$ cat src/common/dss_pkg.sv
// Constants for the converter start-up and sync loader.
// Assumes one system clock of 4 ns shared by both ends.
package dss_pkg;
    localparam int unsigned DW = 16;
    localparam int unsigned AW = 6;
    // Device register addresses
    localparam logic [5:0] ADR_MAIN       = 6'h00;
    localparam logic [5:0] ADR_PARITY_FMT = 6'h01;
    localparam logic [5:0] ADR_SHUTOFF    = 6'h02;
    localparam logic [5:0] ADR_CURRENT    = 6'h03;
    localparam logic [5:0] ADR_ALARM      = 6'h05;
    localparam logic [5:0] ADR_ALARM_MASK = 6'h07;
    localparam logic [5:0] ADR_OFFSET_I   = 6'h08;
    localparam logic [5:0] ADR_CORR_PHASE = 6'h10;
    localparam logic [5:0] ADR_PLL        = 6'h18;
    localparam logic [5:0] ADR_FUSE       = 6'h1B;
    localparam logic [5:0] ADR_BLOCK_SYNC = 6'h1F;
    localparam logic [5:0] ADR_PTR_SYNC   = 6'h20;
    localparam int unsigned NREG = 12;
    localparam logic [3:0] IDX_NONE  = 4'hF;
    localparam logic [3:0] IDX_ALARM = 4'h4;
    localparam logic [DW-1:0] REG_RST = 16'h0000;
    // Field positions
    localparam int unsigned MAIN_DIVSYNC_BIT = 2;
    localparam int unsigned PLL_ENA_BIT      = 10;
    localparam int unsigned PLL_NSYNC_BIT    = 11;
    localparam int unsigned FUSE_SLEEP_BIT   = 11;
    localparam int unsigned FMT_SEL_LSB      = 2;
    localparam int unsigned SIF_SYNC_BIT     = 1;
    localparam int unsigned PTR_IN_LSB       = 12;
    localparam int unsigned PTR_OUT_LSB      = 8;
    localparam int unsigned DIV_SEL_BIT      = 0;
    localparam int unsigned TXEN_BIT         = 0;
    localparam int unsigned SHUT_DACCLK      = 15;
    localparam int unsigned SHUT_DATACLK     = 14;
    localparam int unsigned SHUT_COLL        = 13;
    localparam int unsigned ALM_DATACLK      = 8;
    localparam int unsigned ALM_DACCLK       = 9;
    localparam int unsigned ALM_COLL         = 10;
    // Sync source codes
    localparam logic [3:0] SRC_SYNC  = 4'h1;
    localparam logic [3:0] SRC_FRAME = 4'h2;
    localparam logic [3:0] SRC_SIF   = 4'h3;
    localparam logic [3:0] SRC_OSTR  = 4'h4;
    localparam logic [1:0] FMT_FRAME = 2'h0;
    localparam logic [1:0] FMT_SYNC  = 2'h1;
    // Timing
    localparam int unsigned CLK_PS        = 4000;
    localparam int unsigned RST_PULSE_NS  = 25;
    localparam int unsigned RST_CYC       = (RST_PULSE_NS * 1000 + CLK_PS - 1) / CLK_PS;
    localparam int unsigned DCLK_LOSS_NS  = 100;
    localparam int unsigned DCLK_LOSS_CYC = (DCLK_LOSS_NS * 1000) / CLK_PS;
    localparam int unsigned MARK_NS       = 16;
    localparam int unsigned MARK_CYC      = (MARK_NS * 1000 + CLK_PS - 1) / CLK_PS;
    localparam int unsigned ALIGN_CYC     = 64;
    // Host start-up table
    localparam int unsigned TBL_N       = 15;
    localparam int unsigned CFG_END     = 10;
    localparam int unsigned RESYNC_IDX  = 6;
    localparam logic [TBL_N-1:0][5:0] TBL_ADR = {
        ADR_PLL, ADR_PTR_SYNC, ADR_BLOCK_SYNC, ADR_MAIN, ADR_BLOCK_SYNC,
        ADR_PTR_SYNC, ADR_BLOCK_SYNC, ADR_PLL, ADR_MAIN, ADR_FUSE,
        ADR_CORR_PHASE, ADR_ALARM_MASK, ADR_CURRENT, ADR_SHUTOFF, ADR_PARITY_FMT};
    localparam logic [TBL_N-1:0][DW-1:0] TBL_VAL = {
        16'h2467, 16'h0000, 16'h4148, 16'hA19A, 16'h4142,
        16'h2400, 16'h4140, 16'h2C67, 16'hA19E, 16'h0800,
        16'h3000, 16'hD8FF, 16'hA000, 16'hF052, 16'h040E};
    // Host own registers
    localparam logic [1:0] HADR_CTRL   = 2'h0;
    localparam logic [1:0] HADR_STATUS = 2'h1;
    localparam int unsigned CTRL_START  = 0;
    localparam int unsigned CTRL_RESYNC = 1;

    function automatic logic [3:0] dss_idx(input logic [5:0] a);
        case (a)
            ADR_MAIN:       dss_idx = 4'h0;
            ADR_PARITY_FMT: dss_idx = 4'h1;
            ADR_SHUTOFF:    dss_idx = 4'h2;
            ADR_CURRENT:    dss_idx = 4'h3;
            ADR_ALARM:      dss_idx = IDX_ALARM;
            ADR_ALARM_MASK: dss_idx = 4'h5;
            ADR_OFFSET_I:   dss_idx = 4'h6;
            ADR_CORR_PHASE: dss_idx = 4'h7;
            ADR_PLL:        dss_idx = 4'h8;
            ADR_FUSE:       dss_idx = 4'h9;
            ADR_BLOCK_SYNC: dss_idx = 4'hA;
            ADR_PTR_SYNC:   dss_idx = 4'hB;
            default:        dss_idx = IDX_NONE;
        endcase
    endfunction
endpackage

$ cat src/common/dss_link_if.sv
// Link between host sequencer/data source and converter device.
// Assumes both ends run on the same system clock.
`timescale 1ns/1ps
`default_nettype none
interface dss_link_if;
    logic                     active_low_reset_pin_n;
    logic [dss_pkg::AW-1:0]   cfg_addr;
    logic [dss_pkg::DW-1:0]   cfg_wdata;
    logic                     cfg_wr;
    logic                     cfg_rd;
    logic [dss_pkg::DW-1:0]   cfg_rdata;
    logic [dss_pkg::DW-1:0]   sample;
    logic                     parity_in;
    logic                     data_clock_in;
    logic                     frame_marker;
    logic                     sync_marker;
    logic                     output_strobe;
    logic                     tx_gate;
    logic                     alarm;
    modport dev (input active_low_reset_pin_n, cfg_addr, cfg_wdata, cfg_wr, cfg_rd, sample, parity_in,
                 data_clock_in, frame_marker, sync_marker, output_strobe, tx_gate,
                 output cfg_rdata, alarm);
    modport host (output active_low_reset_pin_n, cfg_addr, cfg_wdata, cfg_wr, cfg_rd, sample, parity_in,
                  data_clock_in, frame_marker, sync_marker, output_strobe, tx_gate,
                  input cfg_rdata, alarm);
endinterface
`default_nettype wire

$ cat src/core/dss_device.sv
// Converter side: config registers, sync selection, FIFO pointers, divider, gating.
// Assumes link inputs synchronous to clk_sys_i, which stands for the conversion clock.
//
// Chosen here: the plain strobed port.
`timescale 1ns/1ps
`default_nettype none
module dss_device #(
    parameter int unsigned DEPTH     = 8,
    parameter int unsigned FIFO_OFS  = 4,
    parameter int unsigned DIV_RATIO = 2,
    parameter int unsigned PLL_N     = 16
) (
    input  wire logic                   clk_sys_i,
    input  wire logic                   rst_i,
    dss_link_if.dev                     lnk,
    input  wire logic                   conv_clock_lost_i,
    output logic [dss_pkg::DW-1:0]      dac_data_o,
    output logic                        dac_valid_o,
    output logic                        fmt_phase_o,
    output logic                        fuse_sleep_o,
    output logic                        tx_active_o
);
    import dss_pkg::*;

    localparam int unsigned PW  = $clog2(DEPTH);
    localparam int unsigned DVW = $clog2(DIV_RATIO);
    localparam int unsigned PNW = $clog2(PLL_N);
    localparam int unsigned LCW = $clog2(DCLK_LOSS_CYC + 1);

    // Refuse parameters the pointers and dividers cannot serve
    if (DEPTH < 4 || (1 << PW) != DEPTH || FIFO_OFS >= DEPTH || DIV_RATIO < 2 || PLL_N < 2)
    begin
        $error("dss_device: unsupported parameters");
    end

    typedef struct packed {
        logic [NREG-1:0][DW-1:0]  regs;
        logic [DW-1:0]            rdata;
        logic [DEPTH-1:0][DW-1:0] mem;
        logic [PW-1:0]            wptr;
        logic [PW-1:0]            rptr;
        logic [DVW-1:0]           div_cnt;
        logic [PNW-1:0]           pll_cnt;
        logic [LCW-1:0]           loss_cnt;
        logic [DW-1:0]            dout;
        logic                     frame_q;
        logic                     sync_q;
        logic                     ostr_q;
        logic                     dclk_q;
        logic                     armed;
        logic                     fmt_phase;
        logic                     alarm;
        logic                     txa;
        logic                     valid;
        logic                     fuse;
    } dss_dev_state_t;

    dss_dev_state_t s_r;
    dss_dev_state_t s_nxt;

    logic [3:0]    idx;
    logic          ev_sync;
    logic          ev_frame;
    logic          ev_ostr;
    logic          ev_sif;
    logic          dclk_up;
    logic          pll_wrap;
    logic          div_wrap;
    logic [15:0]   evv;
    logic [DW-1:0] main_r;
    logic [DW-1:0] pll_r;
    logic [DW-1:0] ptr_r;
    logic [DW-1:0] blk_r;

    assign idx      = dss_idx(lnk.cfg_addr);
    assign main_r   = s_r.regs[dss_idx(ADR_MAIN)];
    assign pll_r    = s_r.regs[dss_idx(ADR_PLL)];
    assign blk_r    = s_r.regs[dss_idx(ADR_BLOCK_SYNC)];
    assign ptr_r    = s_r.regs[dss_idx(ADR_PTR_SYNC)];
    assign ev_sync  = lnk.sync_marker & ~s_r.sync_q;
    assign ev_frame = lnk.frame_marker & ~s_r.frame_q;
    assign dclk_up  = lnk.data_clock_in & ~s_r.dclk_q;
    assign pll_wrap = s_r.pll_cnt == PNW'(PLL_N - 1);
    assign div_wrap = s_r.div_cnt == DVW'(DIV_RATIO - 1);
    // Strobe from PLL divider in PLL mode, else external pin
    assign ev_ostr  = pll_r[PLL_ENA_BIT] ? pll_wrap : (lnk.output_strobe & ~s_r.ostr_q);
    assign ev_sif   = lnk.cfg_wr && lnk.cfg_addr == ADR_BLOCK_SYNC && lnk.cfg_wdata[SIF_SYNC_BIT];
    // code zero maps to no event
    assign evv      = {11'h000, ev_ostr, ev_sif, ev_frame, ev_sync, 1'b0};

    always_comb
    begin
        logic          wsync;
        logic          rsync;
        logic          fsync;
        logic          dsync;
        logic          psync;
        logic [DW-1:0] alm;
        logic [DW-1:0] shut;
        wsync = 1'b0;
        rsync = 1'b0;
        fsync = 1'b0;
        dsync = 1'b0;
        psync = 1'b0;
        alm   = '0;
        shut  = '0;
        s_nxt = s_r;
        wsync = evv[ptr_r[PTR_IN_LSB +: 4]];
        rsync = evv[ptr_r[PTR_OUT_LSB +: 4]];
        case (blk_r[FMT_SEL_LSB +: 2])
            FMT_FRAME: fsync = ev_frame;
            FMT_SYNC:  fsync = ev_sync;
            default:   fsync = 1'b0;
        endcase
        dsync = main_r[MAIN_DIVSYNC_BIT] & (ptr_r[DIV_SEL_BIT] ? ev_frame : ev_ostr);
        psync = pll_r[PLL_ENA_BIT] & pll_r[PLL_NSYNC_BIT] & ev_sync;

        s_nxt.frame_q = lnk.frame_marker;
        s_nxt.sync_q  = lnk.sync_marker;
        s_nxt.ostr_q  = lnk.output_strobe;
        s_nxt.dclk_q  = lnk.data_clock_in;

        s_nxt.pll_cnt = (psync | pll_wrap) ? '0 : s_r.pll_cnt + 1'b1;
        s_nxt.div_cnt = (dsync | div_wrap) ? '0 : s_r.div_cnt + 1'b1;

        if (dclk_up)
        begin
            s_nxt.mem[s_r.wptr] = lnk.sample;
            s_nxt.wptr          = s_r.wptr + 1'b1;
            s_nxt.fmt_phase     = ~s_r.fmt_phase;
        end
        if (wsync)
            s_nxt.wptr = '0;
        if (fsync)
            s_nxt.fmt_phase = 1'b0;

        s_nxt.valid = 1'b0;
        if (div_wrap)
        begin
            s_nxt.dout  = s_r.txa ? s_r.mem[s_r.rptr] : '0;
            s_nxt.valid = s_r.txa;
            s_nxt.rptr  = s_r.rptr + 1'b1;
        end
        if (rsync)
        begin
            s_nxt.rptr  = PW'(FIFO_OFS);
            s_nxt.armed = 1'b1;
        end

        if (dclk_up)
            s_nxt.loss_cnt = '0;
        else if (s_r.loss_cnt != LCW'(DCLK_LOSS_CYC))
            s_nxt.loss_cnt = s_r.loss_cnt + 1'b1;

        // Register writes
        if (lnk.cfg_wr && idx != IDX_NONE && idx != IDX_ALARM)
            s_nxt.regs[idx] = lnk.cfg_wdata;

        // zero write clears, new events win
        alm = s_r.regs[IDX_ALARM];
        if (lnk.cfg_wr && idx == IDX_ALARM)
            alm = lnk.cfg_wdata;
        alm[ALM_COLL]    = alm[ALM_COLL] | (s_r.armed && s_r.wptr == s_r.rptr);
        alm[ALM_DATACLK] = alm[ALM_DATACLK] | (s_r.loss_cnt == LCW'(DCLK_LOSS_CYC));
        alm[ALM_DACCLK]  = alm[ALM_DACCLK] | conv_clock_lost_i;
        s_nxt.regs[IDX_ALARM] = alm;

        s_nxt.alarm = |(alm & ~s_r.regs[dss_idx(ADR_ALARM_MASK)]);
        shut = s_r.regs[dss_idx(ADR_SHUTOFF)];
        s_nxt.txa = (lnk.tx_gate | s_r.regs[dss_idx(ADR_CURRENT)][TXEN_BIT])
                    & ~(shut[SHUT_COLL] & alm[ALM_COLL])
                    & ~(shut[SHUT_DATACLK] & alm[ALM_DATACLK])
                    & ~(shut[SHUT_DACCLK] & alm[ALM_DACCLK]);
        s_nxt.fuse = s_r.regs[dss_idx(ADR_FUSE)][FUSE_SLEEP_BIT];

        s_nxt.rdata = (lnk.cfg_rd && idx != IDX_NONE) ? s_r.regs[idx] : '0;

        if (!lnk.active_low_reset_pin_n)
        begin
            s_nxt      = '0;
            s_nxt.regs = {NREG{REG_RST}};
        end
    end

    always_ff @(posedge clk_sys_i or posedge rst_i)
    begin
        if (rst_i)
            s_r <= '0;
        else
            s_r <= s_nxt;
    end

    assign lnk.cfg_rdata = s_r.rdata;
    assign lnk.alarm     = s_r.alarm;
    assign dac_data_o    = s_r.dout;
    assign dac_valid_o   = s_r.valid;
    assign fmt_phase_o   = s_r.fmt_phase;
    assign fuse_sleep_o  = s_r.fuse;
    assign tx_active_o   = s_r.txa;
endmodule
`default_nettype wire

$ cat src/flat_wrapper.sv
// flat-port wrapper written by rule: the top's interface ports become plain ports
module dss_device_flat import dss_pkg::*;
#(
    parameter int unsigned DEPTH     = 8,
    parameter int unsigned FIFO_OFS  = 4,
    parameter int unsigned DIV_RATIO = 2,
    parameter int unsigned PLL_N     = 16
)
  (clk_sys_i, rst_i, conv_clock_lost_i, dac_data_o, dac_valid_o, fmt_phase_o, fuse_sleep_o, tx_active_o, lnk_active_low_reset_pin_n, lnk_cfg_addr, lnk_cfg_wdata, lnk_cfg_wr, lnk_cfg_rd, lnk_sample, lnk_parity_in, lnk_data_clock_in, lnk_frame_marker, lnk_sync_marker, lnk_output_strobe, lnk_tx_gate, lnk_cfg_rdata, lnk_alarm);
  dss_link_if lnk_i ();
  input  wire logic clk_sys_i;
  input  wire logic rst_i;
  input  wire logic conv_clock_lost_i;
  output logic [dss_pkg::DW-1:0] dac_data_o;
  output logic dac_valid_o;
  output logic fmt_phase_o;
  output logic fuse_sleep_o;
  output logic tx_active_o;
  input wire logic [$bits(lnk_i.active_low_reset_pin_n)-1:0] lnk_active_low_reset_pin_n;
  input wire logic [$bits(lnk_i.cfg_addr)-1:0] lnk_cfg_addr;
  input wire logic [$bits(lnk_i.cfg_wdata)-1:0] lnk_cfg_wdata;
  input wire logic [$bits(lnk_i.cfg_wr)-1:0] lnk_cfg_wr;
  input wire logic [$bits(lnk_i.cfg_rd)-1:0] lnk_cfg_rd;
  input wire logic [$bits(lnk_i.sample)-1:0] lnk_sample;
  input wire logic [$bits(lnk_i.parity_in)-1:0] lnk_parity_in;
  input wire logic [$bits(lnk_i.data_clock_in)-1:0] lnk_data_clock_in;
  input wire logic [$bits(lnk_i.frame_marker)-1:0] lnk_frame_marker;
  input wire logic [$bits(lnk_i.sync_marker)-1:0] lnk_sync_marker;
  input wire logic [$bits(lnk_i.output_strobe)-1:0] lnk_output_strobe;
  input wire logic [$bits(lnk_i.tx_gate)-1:0] lnk_tx_gate;
  output wire logic [$bits(lnk_i.cfg_rdata)-1:0] lnk_cfg_rdata;
  output wire logic [$bits(lnk_i.alarm)-1:0] lnk_alarm;
  assign lnk_i.active_low_reset_pin_n = lnk_active_low_reset_pin_n;
  assign lnk_i.cfg_addr = lnk_cfg_addr;
  assign lnk_i.cfg_wdata = lnk_cfg_wdata;
  assign lnk_i.cfg_wr = lnk_cfg_wr;
  assign lnk_i.cfg_rd = lnk_cfg_rd;
  assign lnk_i.sample = lnk_sample;
  assign lnk_i.parity_in = lnk_parity_in;
  assign lnk_i.data_clock_in = lnk_data_clock_in;
  assign lnk_i.frame_marker = lnk_frame_marker;
  assign lnk_i.sync_marker = lnk_sync_marker;
  assign lnk_i.output_strobe = lnk_output_strobe;
  assign lnk_i.tx_gate = lnk_tx_gate;
  assign lnk_cfg_rdata = lnk_i.cfg_rdata;
  assign lnk_alarm = lnk_i.alarm;
  dss_device #(.DEPTH(DEPTH), .FIFO_OFS(FIFO_OFS), .DIV_RATIO(DIV_RATIO), .PLL_N(PLL_N)) u_core (.clk_sys_i(clk_sys_i), .rst_i(rst_i), .lnk(lnk_i), .conv_clock_lost_i(conv_clock_lost_i), .dac_data_o(dac_data_o), .dac_valid_o(dac_valid_o), .fmt_phase_o(fmt_phase_o), .fuse_sleep_o(fuse_sleep_o), .tx_active_o(tx_active_o));
endmodule
$ cat config.mk
export PLATFORM = sky130hd
export DESIGN_NAME = dss_device_flat
export DESIGN_NICKNAME = d
export VERILOG_FILES = /design/src/common/dss_pkg.sv /design/src/common/dss_link_if.sv /design/src/core/dss_device.sv /design/src/flat_wrapper.sv
export SDC_FILE = /design/constraint.sdc
export NUM_CORES = 1
export LEC_CHECK = 0
export BUFFER_PORTS_ARGS = -buffer_cell sky130_fd_sc_hd__buf_2
export CAP_MARGIN = 40
export CELL_PAD_IN_SITES_DETAIL_PLACEMENT = 1
export CELL_PAD_IN_SITES_GLOBAL_PLACEMENT = 1
export CORE_UTILIZATION = 50
export DETAILED_ROUTE_END_ITERATION = 10
export HOLD_SLACK_MARGIN = 0.1
export PLACE_DENSITY = 0.87
export SYNTH_ARGS = -nofsm -noshare
export SYNTH_HDL_FRONTEND = slang
export SYNTH_SLANG_ARGS = --single-unit
export TNS_END_PERCENT = 50
$ cat constraint.sdc
create_clock -name clk_sys_i -period 24.7 [get_ports clk_sys_i]
set_input_delay 4.94 -clock clk_sys_i [delete_from_list [all_inputs] [get_ports clk_sys_i]]
set_output_delay 4.94 -clock clk_sys_i [all_outputs]
set_load 0.02 [all_outputs]
# Yosys cells after proc, flatten, opt, wreduce, memory -nomap -nowiden
# Cells that the tools add are included.
# totals
inputBits	50
register_bits	378
wordCells	153
out_inout_bits	37
# classes
n_bitwise	29
reduce_logical	12
order_cmp	7
n_eq_ne	27
muxes	36
addsub	5
# op_table
operator	n
$mux W378	1
$bwmux W192	1
$mux W192	1
$mux W131	1
$bwmux W128	1
$mux W16	8
$bmux W16 S4	1
$demux W16 S4	1
$bmux W16 S3	1
$demux W16 S3	1
$pmux W4 S12	1
$eq A6 B5 Y1 const B	4
$and A16 B16 Y16	1
$not A16 Y16	1
$reduce_or A16 Y1	1
$lt A4 B5 Y1 const B	3
$and A1 B1 Y1	13
$eq A6 B2 Y1 const B	2
$eq A6 B3 Y1 const B	2
$ne A3 B1 Y1 const B	4
$mux W5	2
$logic_and A1 B1 Y1	9
$mux W1	9
$mux W3	3
other kinds (26)	44

# Depth between registers and ports, before layout
# Gate-level depths: netlist of the first run.
# depth
word_depth	12
depth_mapped	9
depth_no_buf	7

# Worst setup path after synthesis of the first run
# OpenSTA, ideal clock, no wires.
# synth_timing
path_type	input to register
startpoint	input port lnk_cfg_addr[0]
endpoint	register u_core.s_r (netlist bit u_core.lnk.cfg_rdata[13])
required_time_ns	24.605
stages	8
setup_time_ns	0.095
slack_ns	18.101
n_path_buf	3
t_arrival_ns	6.504
cell_sequence	or4_1 > o311a_1 > a21oi_2 > buf_6 > buf_6 > buf_4 > o221ai_1 > a221oi_2
# synth_lines
element	line_no	text
start: declaration	flat_wrapper.sv:20	input wire logic [$bits(lnk_i.cfg_addr)-1:0] lnk_cfg_addr;
end signal: assignment	dss_device.sv:190	s_r <= s_nxt;
end: declaration	dss_device.sv:58	dss_dev_state_t s_r;

# Worst setup path after layout of the first run
# layout_timing
startpoint	input port lnk_cfg_addr[3]
endpoint	register u_core.s_r[220] in the netlist's numbering
# layout_via
elab_chain_cells	9
elab_cells_between_ends	26
classes_between	order compare (2); eq/ne (14); mux (6); reduce/logical (4)
# layout_rtl
element	line_no	text
$eq A6 B6 Y1, or another cell as far along	dss_pkg.sv:75	case (a)
$pmux W4 S12 (*)	dss_pkg.sv:75	
$lt A4 B5 Y1 (implied by the code) / $ge A4 B1 Y1 (equally long branches)	dss_device.sv:157	s_nxt.regs[idx] = lnk.cfg_wdata;
$logic_and A1 B1 Y1 (implied by the code)	dss_device.sv:157	
$mux W16 (implied by the code)	dss_device.sv:157	
$demux W16 S4	-	
$bwmux W192	dss_device.sv:157	
$mux W192	dss_device.sv:156	if (lnk.cfg_wr && idx != IDX_NONE && idx != IDX_ALARM)
$mux W378	dss_device.sv:178	if (!lnk.active_low_reset_pin_n)
# Every way passes the cells marked *; elsewhere a longest branch is shown, timed or not. The select of a mux whose other input is x is not followed.
# A chain may end at the register's enable or synchronous reset.

==> flow_metrics.env, run 1 <==
export IMPL_p_leak_nw=8.44
export IMPL_critPathMaxFanout=17
export IMPL_end_kind="register"
export IMPL_clock_latency_ps=580
export IMPL_rr_startpoint="u_core.s_r[6]"
export IMPL_yosys_area_top_type="dfrtp_1"
export IMPL_syn_nets=1986
export IMPL_multi_input_area_um2=7620
export IMPL_stdcell_area_um2=20100
export IMPL_synth_seq_cells=378
export IMPL_clock_fmax_mhz=132
export IMPL_min_from="u_core.s_r[31]"
export IMPL_gr_usage_all_layers=0.349
export IMPL_route_detailed_drc=0
export IMPL_synth_area_leaders="dfrtp_1 (52%), nand2_1 (9.7%), a21oi_1 (6.9%), o21ai_0 (4.1%), mux4_2 (4.0%)"
export IMPL_path_clk_slew_ps=60
export IMPL_fin_crit_ps=7550
export IMPL_ctsResizeCount=0
export IMPL_ant_nets=0
export IMPL_cts_max_level=2
export IMPL_synth_ff_type="dfrtp_1"
export IMPL_cts_buffers=42
export IMPL_max_vdd_ir_drop_mv=0.0584
export IMPL_cts_root_buf="clkbuf_16"
export IMPL_cts_tree="yes"
export IMPL_grt_overflow=0
export IMPL_final_setup_viol_count=0
export IMPL_place_area_um2=18700
export IMPL_synth_area_um2=18100
export IMPL_required_ps=25130
export IMPL_postCtsSetupBuffers=0
export IMPL_layout_drive_gt1_share=0.139
export IMPL_hold_path_endpoint="u_core.s_r[31]"
export IMPL_worst_ep_arrival_time_ps=7980
export IMPL_fin_cells=2391
export IMPL_wl_per_cell_um=26.3
export IMPL_timing_rr_end="u_core.s_r[130]"
export IMPL_core_um2=35600
export IMPL_grt_pass1_wl_mm=97.4
export IMPL_nets=1954
export IMPL_holdPathStages=1
export IMPL_drv_slew=0
export IMPL_status="finished, final reports clean"
export IMPL_worst_pin_slew_ps=1140
export IMPL_areaGrowthSynthToFinish_pct=10.8
export IMPL_place_inst=2316
export IMPL_port_buffers=85
export IMPL_period_share=0.306
export IMPL_clk_path_buf_depth=3
export IMPL_start_kind="input port"
export IMPL_regArea_um2=9460
export IMPL_slew_limit_headroom=0.240
export IMPL_rows=69
export IMPL_fillers=3989
export IMPL_r2r_cells=5
export IMPL_reg2reg_slack_ps=22250
export IMPL_antenna_found_initial=6
export IMPL_fin_skew_ps=21.7
export IMPL_ctsHoldBuffers=0
export IMPL_yosys_warnings=0
export IMPL_die_area_um2=37000
export IMPL_synthesis_instances=1931
export IMPL_pin_count=87
export IMPL_gp_congestion=0.856
export IMPL_place_hpwl_mm=37.2
export IMPL_grt_max_degree=177
export IMPL_rsz0062_at_grt="no"
export IMPL_hold_violations=0
export IMPL_synth_cell_types=74
export IMPL_wirelength_mm=62.9
export IMPL_hp_class="register to register"
export IMPL_yosysTopAreaCellShare=0.522
export IMPL_first_global_vias=16800
export IMPL_vias_per_cell=6.59
export IMPL_ys_async_sr_fraction=1.00
export IMPL_path_class="input port to register"
export IMPL_dieHeight_um=192
export IMPL_ys_seq_area_frac=0.522
export IMPL_synth_edff_count=0
export IMPL_vias=15800
export IMPL_synth_area_per_cell_um2=9.38
export IMPL_clkSinkCount=378
export IMPL_maxCapViolations=0
export IMPL_final_setup_tns_ps=0
export IMPL_drt_iter0_markers=1393
export IMPL_powerDensity_nw_per_um2=69.1
export IMPL_die_w_um=192
export IMPL_initial_core_util=0.509
export IMPL_first_pass_iters=7
[state kept, by name, summed over array words and instances (netlist names)]
signal,count
u_core.div_wrap,1
u_core.dac_data_o,16
u_core.lnk.alarm,1
u_core.tx_active_o,1
u_core.blk_r,16
u_core.fuse_sleep_o,1
u_core.lnk.cfg_rdata,16
u_core.dac_valid_o,1
u_core.s_r,276
u_core.ptr_r,16
u_core.fmt_phase_o,1
u_core.main_r,16
u_core.pll_r,16
[worst max path at each step]
stage               slack [ps]              end             from  cells after the start
floorplan                 9260  u_core.blk_r[0]            rst_i                      1
global placement         16680  u_core.s_r[221]  lnk_cfg_addr[3]                      7
detailed placement       16670  u_core.s_r[220]  lnk_cfg_addr[3]                      7
CTS                      17260  u_core.s_r[220]  lnk_cfg_addr[3]                      7
global route             17070  u_core.s_r[231]  lnk_cfg_addr[3]                      7
finish                   17150  u_core.s_r[220]  lnk_cfg_addr[3]                      7
[layout make-up]
type | instances | share of cell area
diodes | 2 | 0.000250
multi-input cells | 1326 | 0.380
repair buffers | 130 | 0.0458
well taps | 461 | 0.0288
clock inverters | 9 | 0.00474
flip-flops and latches | 378 | 0.472
clock buffers | 64 | 0.0642
inverters | 21 | 0.00468
[power breakdown]
| part | total [mW] | switching, mW | internal, mW |
|---|---|---|---|
| Clock | 0.641 | 0.262 | 0.378 |
| Combinational | 0.111 | 0.0806 | 0.0307 |
| Sequential | 0.633 | 0.00668 | 0.627 |
| Total | 1.39 | 0.350 | 1.04 |
[critical path: stages]
cell and delay, ps:
buf_2 200, or4_1 560, a21oi_1 310, or2_1 780, nand3_1 830, nand2_1 270, a21oi_1 90
[layout by cell type, fill, tap and decap left out, types with 6 or more instances in the layout]
master / synthesis / routed
nand2_1: 470 / 470
dfrtp_1: 378 / 377
a21oi_1: 251 / 251
o21ai_0: 149 / 149
buf_2: 39 / 84
nand3_1: 74 / 74
nor2_1: 54 / 52
clkbuf_16: 0 / 45
mux2i_1: 34 / 34
mux4_2: 32 / 32
buf_4: 40 / 30
o221ai_1: 28 / 28
o22a_1: 24 / 24
inv_1: 20 / 19
a22o_1: 13 / 13
o21ai_1: 12 / 12
a221o_1: 12 / 12
nand2b_1: 10 / 10
a221oi_2: 10 / 10
clkbuf_1: 101 / 10
a22oi_1: 9 / 9
clkbuf_8: 0 / 9
nor2_2: 6 / 8
xnor2_1: 8 / 8
o22ai_1: 8 / 8
o31ai_1: 8 / 8
and3_1: 7 / 7
xor2_1: 7 / 7
clkinv_2: 0 / 7
nor3_1: 8 / 6
and2_1: 6 / 6
a221oi_1: 6 / 6
a31oi_1: 6 / 6
buf_6: 3 / 6
[synth_stat cells, drive strengths merged (4+ instances only)]
library cell	number
inv	21
buf	95
o22ai	8
o22a	24
a21oi	253
o221ai	28
dfrtp	378
nand3	75
nand2b	10
a31oi	7
nand2	471
nor2b	5
nor4b	4
mux4	32
and3	7
o31ai	9
nor3b	5
o21ai	162
xnor2	8
and2	6
a221oi	16
nor2	60
mux2i	34
a22oi	9
nor3	10
a22o	13
or2	5
ha	5
nand4b	4
xor2	7
a221o	12
clkbuf	111
nand3b	4
[stage by stage]
step / utilization / power (mW) / hold WS (ps) / setup slack [ps]
6_report: 0.564 / 1.39 / 478 / 17150
3_3_place_gp: 0.518 / 0.746 / 446 / 16680
3_5_place_dp: 0.525 / 0.752 / 469 / 16670
4_1_cts: 0.564 / 1.39 / 477 / 17260
2_1_floorplan: - / 0.715 / 432 / 9260
5_1_grt: 0.564 / 1.42 / 498 / 17070
[kinds of logic after synthesis]
group,synth area share
xor+xnor,0.00726
flops,0.522
mux,0.0592
compound gates,0.186
simple gates,0.160
buf+inv,0.0600
fa+ha+maj,0.00463
[per-layer routing]
metal	GRT usage	wire length, um	vias up
li1	-	-	6625
met1	0.418	23800	8157
met2	0.584	31100	740
met3	0.0635	4320	229
met4	0.214	3640	6
met5	0	34	-
Note: power is estimated with default switching activity, not from simulation.
==> run 2: changes to the inputs <==
--- a/config.mk
+++ b/config.mk
@@ -9,10 +9,10 @@
 export CAP_MARGIN = 40
 export CELL_PAD_IN_SITES_DETAIL_PLACEMENT = 1
 export CELL_PAD_IN_SITES_GLOBAL_PLACEMENT = 1
-export CORE_UTILIZATION = 50
+export CORE_UTILIZATION = 44
 export DETAILED_ROUTE_END_ITERATION = 10
 export HOLD_SLACK_MARGIN = 0.1
-export PLACE_DENSITY = 0.87
+export PLACE_DENSITY = 0.81
 export SYNTH_ARGS = -nofsm -noshare
 export SYNTH_HDL_FRONTEND = slang
 export SYNTH_SLANG_ARGS = --single-unit
==> constraint.sdc (replaced) <==
create_clock -name clk_sys_i -period 6.6 [get_ports clk_sys_i]
set_input_delay 1.32 -clock clk_sys_i [delete_from_list [all_inputs] [get_ports clk_sys_i]]
set_output_delay 1.32 -clock clk_sys_i [all_outputs]
set_load 0.02 [all_outputs]
==> run 2 against run 1 <==
Cell count grew 2.5%. Worst hold slack got worse by 15 ps. Utilization is 6.6 points lower. Highest routed layer unchanged. Non-clock buffer count increased by 2. Sequential cell count stayed put. Global-route usage down 6.1 points. Clock power grew to 3.4 times the previous value. Combinational power rose to 3.7 times the previous value.
==> flow_metrics.env, run 2 (synthesis results as in run 1) <==
export IMPL_status="finished, final reports clean"
export IMPL_crit_path_start="lnk_cfg_addr[3]"
export IMPL_hp_class="register to register"
export IMPL_port_buffers=85
export IMPL_first_pass_iters=5
export IMPL_wirelength_mm=59.4
export IMPL_powerDensity_nw_per_um2=250
export IMPL_grt_max_degree=147
export IMPL_critPathMaxFanout=17
export IMPL_regMostFlops="u_core.s_r"
export IMPL_clkSinkCount=378
export IMPL_layout_drive_gt1_share=0.137
export IMPL_postCtsSetupBuffers=0
export IMPL_timing_rr_end="u_core.s_r[135]"
export IMPL_p_switching_mw=1.30
export IMPL_cts_buffers=42
export IMPL_grt_overflow=0
export IMPL_worst_ep_arrival_time_ps=4340
export IMPL_end_kind="register"
export IMPL_maxCapViolations=0
export IMPL_final_setup_viol_count=0
export IMPL_hold_violations=0
export IMPL_clock_fmax_mhz=254
export IMPL_reg2reg_slack_ps=4380
export IMPL_cts_tree="yes"
export IMPL_vias=15100
export IMPL_vias_per_cell=6.15
export IMPL_wl_per_cell_um=24.2
export IMPL_nets=1956
export IMPL_areaGrowthSynthToFinish_pct=10.4
export IMPL_cts_max_level=2
export IMPL_fin_skew_ps=29.1
export IMPL_grt_pass1_wl_mm=92.5
export IMPL_swShare=0.260
export IMPL_initial_core_util=0.450
export IMPL_period_share=0.596
export IMPL_p_seq_frac=0.475
export IMPL_slew_limit_headroom=0.380
export IMPL_clock_latency_ps=590
export IMPL_rr_startpoint="u_core.s_r[6]"
export IMPL_place_area_um2=18700
export IMPL_required_ps=7010
export IMPL_worstSetupEndpoint="u_core.s_r[233]"
export IMPL_fin_cells=2451
export IMPL_first_global_vias=15900
export IMPL_core_um2=40200
export IMPL_ctsResizeCount=0
export IMPL_final_common_cell="nand2_1"
export IMPL_internal_power_mw=3.69
export IMPL_dieHeight_um=205
export IMPL_place_hpwl_mm=37.4
export IMPL_p_leak_nw=8.35
export IMPL_mostFrequentLayoutCells="nand2_1 (470), dfrtp_1 (377), a21oi_1 (251)"
export IMPL_drv_slew=0
export IMPL_antenna_found_initial=5
export IMPL_largest_register_ffs=276
export IMPL_power_frac_comb=0.082
export IMPL_max_vdd_ir_drop_mv=0.219
export IMPL_path_clk_slew_ps=60
export IMPL_final_setup_tns_ps=0
export IMPL_r2r_cells=5
export IMPL_route_detailed_drc=0
export IMPL_die_area_um2=42000
export IMPL_place_inst=2382
export IMPL_stdcell_area_um2=20000
export IMPL_fin_crit_ps=3930
export IMPL_die_w_um=205
export IMPL_worst_pin_slew_ps=930
export IMPL_gp_congestion=0.843
export IMPL_path_class="input port to register"
export IMPL_gr_usage_all_layers=0.288
export IMPL_rows=73
export IMPL_rsz0062_at_grt="no"
export IMPL_start_kind="input port"
export IMPL_clk_path_buf_depth=3
export IMPL_ctsHoldBuffers=0
export IMPL_pin_count=87
export IMPL_ant_nets=0
export IMPL_pwr_share_clk=0.443
export IMPL_drt_iter0_markers=1405
export IMPL_cts_root_buf="clkbuf_16"
==> run 2: changes by cell type in the layout (fill, tap and decap cells not counted), moves of 2 or more <==
cell	delta
clkbuf_8	-4
buf_8	-2
clkbuf_16	-3
clkinv_2	-2
buf_12	+3
buf_6	+2
buf_16	-3
bufinv_16	-2
buf_4	+2
==> run 2: power groups by stage <==
stage | clock network [mW] | logic [mW] | registers, mW
2_1_floorplan | 0 | 0.274 | 2.40
3_3_place_gp | 0 | 0.392 | 2.41
3_5_place_dp | 0 | 0.408 | 2.41
4_1_cts | 2.24 | 0.411 | 2.37
5_1_grt | 2.32 | 0.441 | 2.37
6_report | 2.21 | 0.410 | 2.37
==> run 2: per-layer routing <==
layer,wire [um],track usage,up-vias,part of all wire
li1,-,-,6613,-
met2,29600,0.488,480,0.50
met3,3500,0.0519,151,0.059
met5,30,0,-,0.00050
met4,2200,0.122,6,0.037
met1,24100,0.361,7815,0.40
==> run 2: per-stage QoR <==
step	power, mW	setup slack [ps]	hold WS (ps)	utilization
after floorplan	2.68	202	432	-
after global placement	2.80	2230	447	0.461
after detailed placement	2.82	2130	456	0.466
after CTS	5.02	2670	463	0.497
after global routing	5.13	2580	483	0.497
final	4.99	2670	463	0.497
==> run 2: worst max-delay path, cell delays in order <==
cell,delay (ps)
buf_2,190
or4_1,550
a21oi_1,290
or2_1,770
nand3_1,810
nand2_1,300
a21oi_1,100
==> run 2: worst min-delay path by stage <==
stage,start,end,slack (ps),cells after the start
4_1_cts,u_core.s_r[31],u_core.s_r[31],460,1
5_1_grt,u_core.s_r[31],u_core.s_r[31],480,1
3_3_place_gp,u_core.s_r[31],u_core.s_r[31],450,1
3_5_place_dp,u_core.s_r[31],u_core.s_r[31],460,1
6_report,u_core.s_r[31],u_core.s_r[31],460,1
2_1_floorplan,u_core.s_r[31],u_core.s_r[31],430,1
==> run 2: area by class of cell <==
class | instances | area, um2
clock inverter | 9 | 92.6
timing repair buffer | 132 | 903
sequential | 378 | 9460
inverter | 21 | 90.1
clock buffer | 58 | 1160
fill | 4522 | 20200
multi-input combinational | 1326 | 7620
tap | 525 | 657
antenna | 2 | 5.00
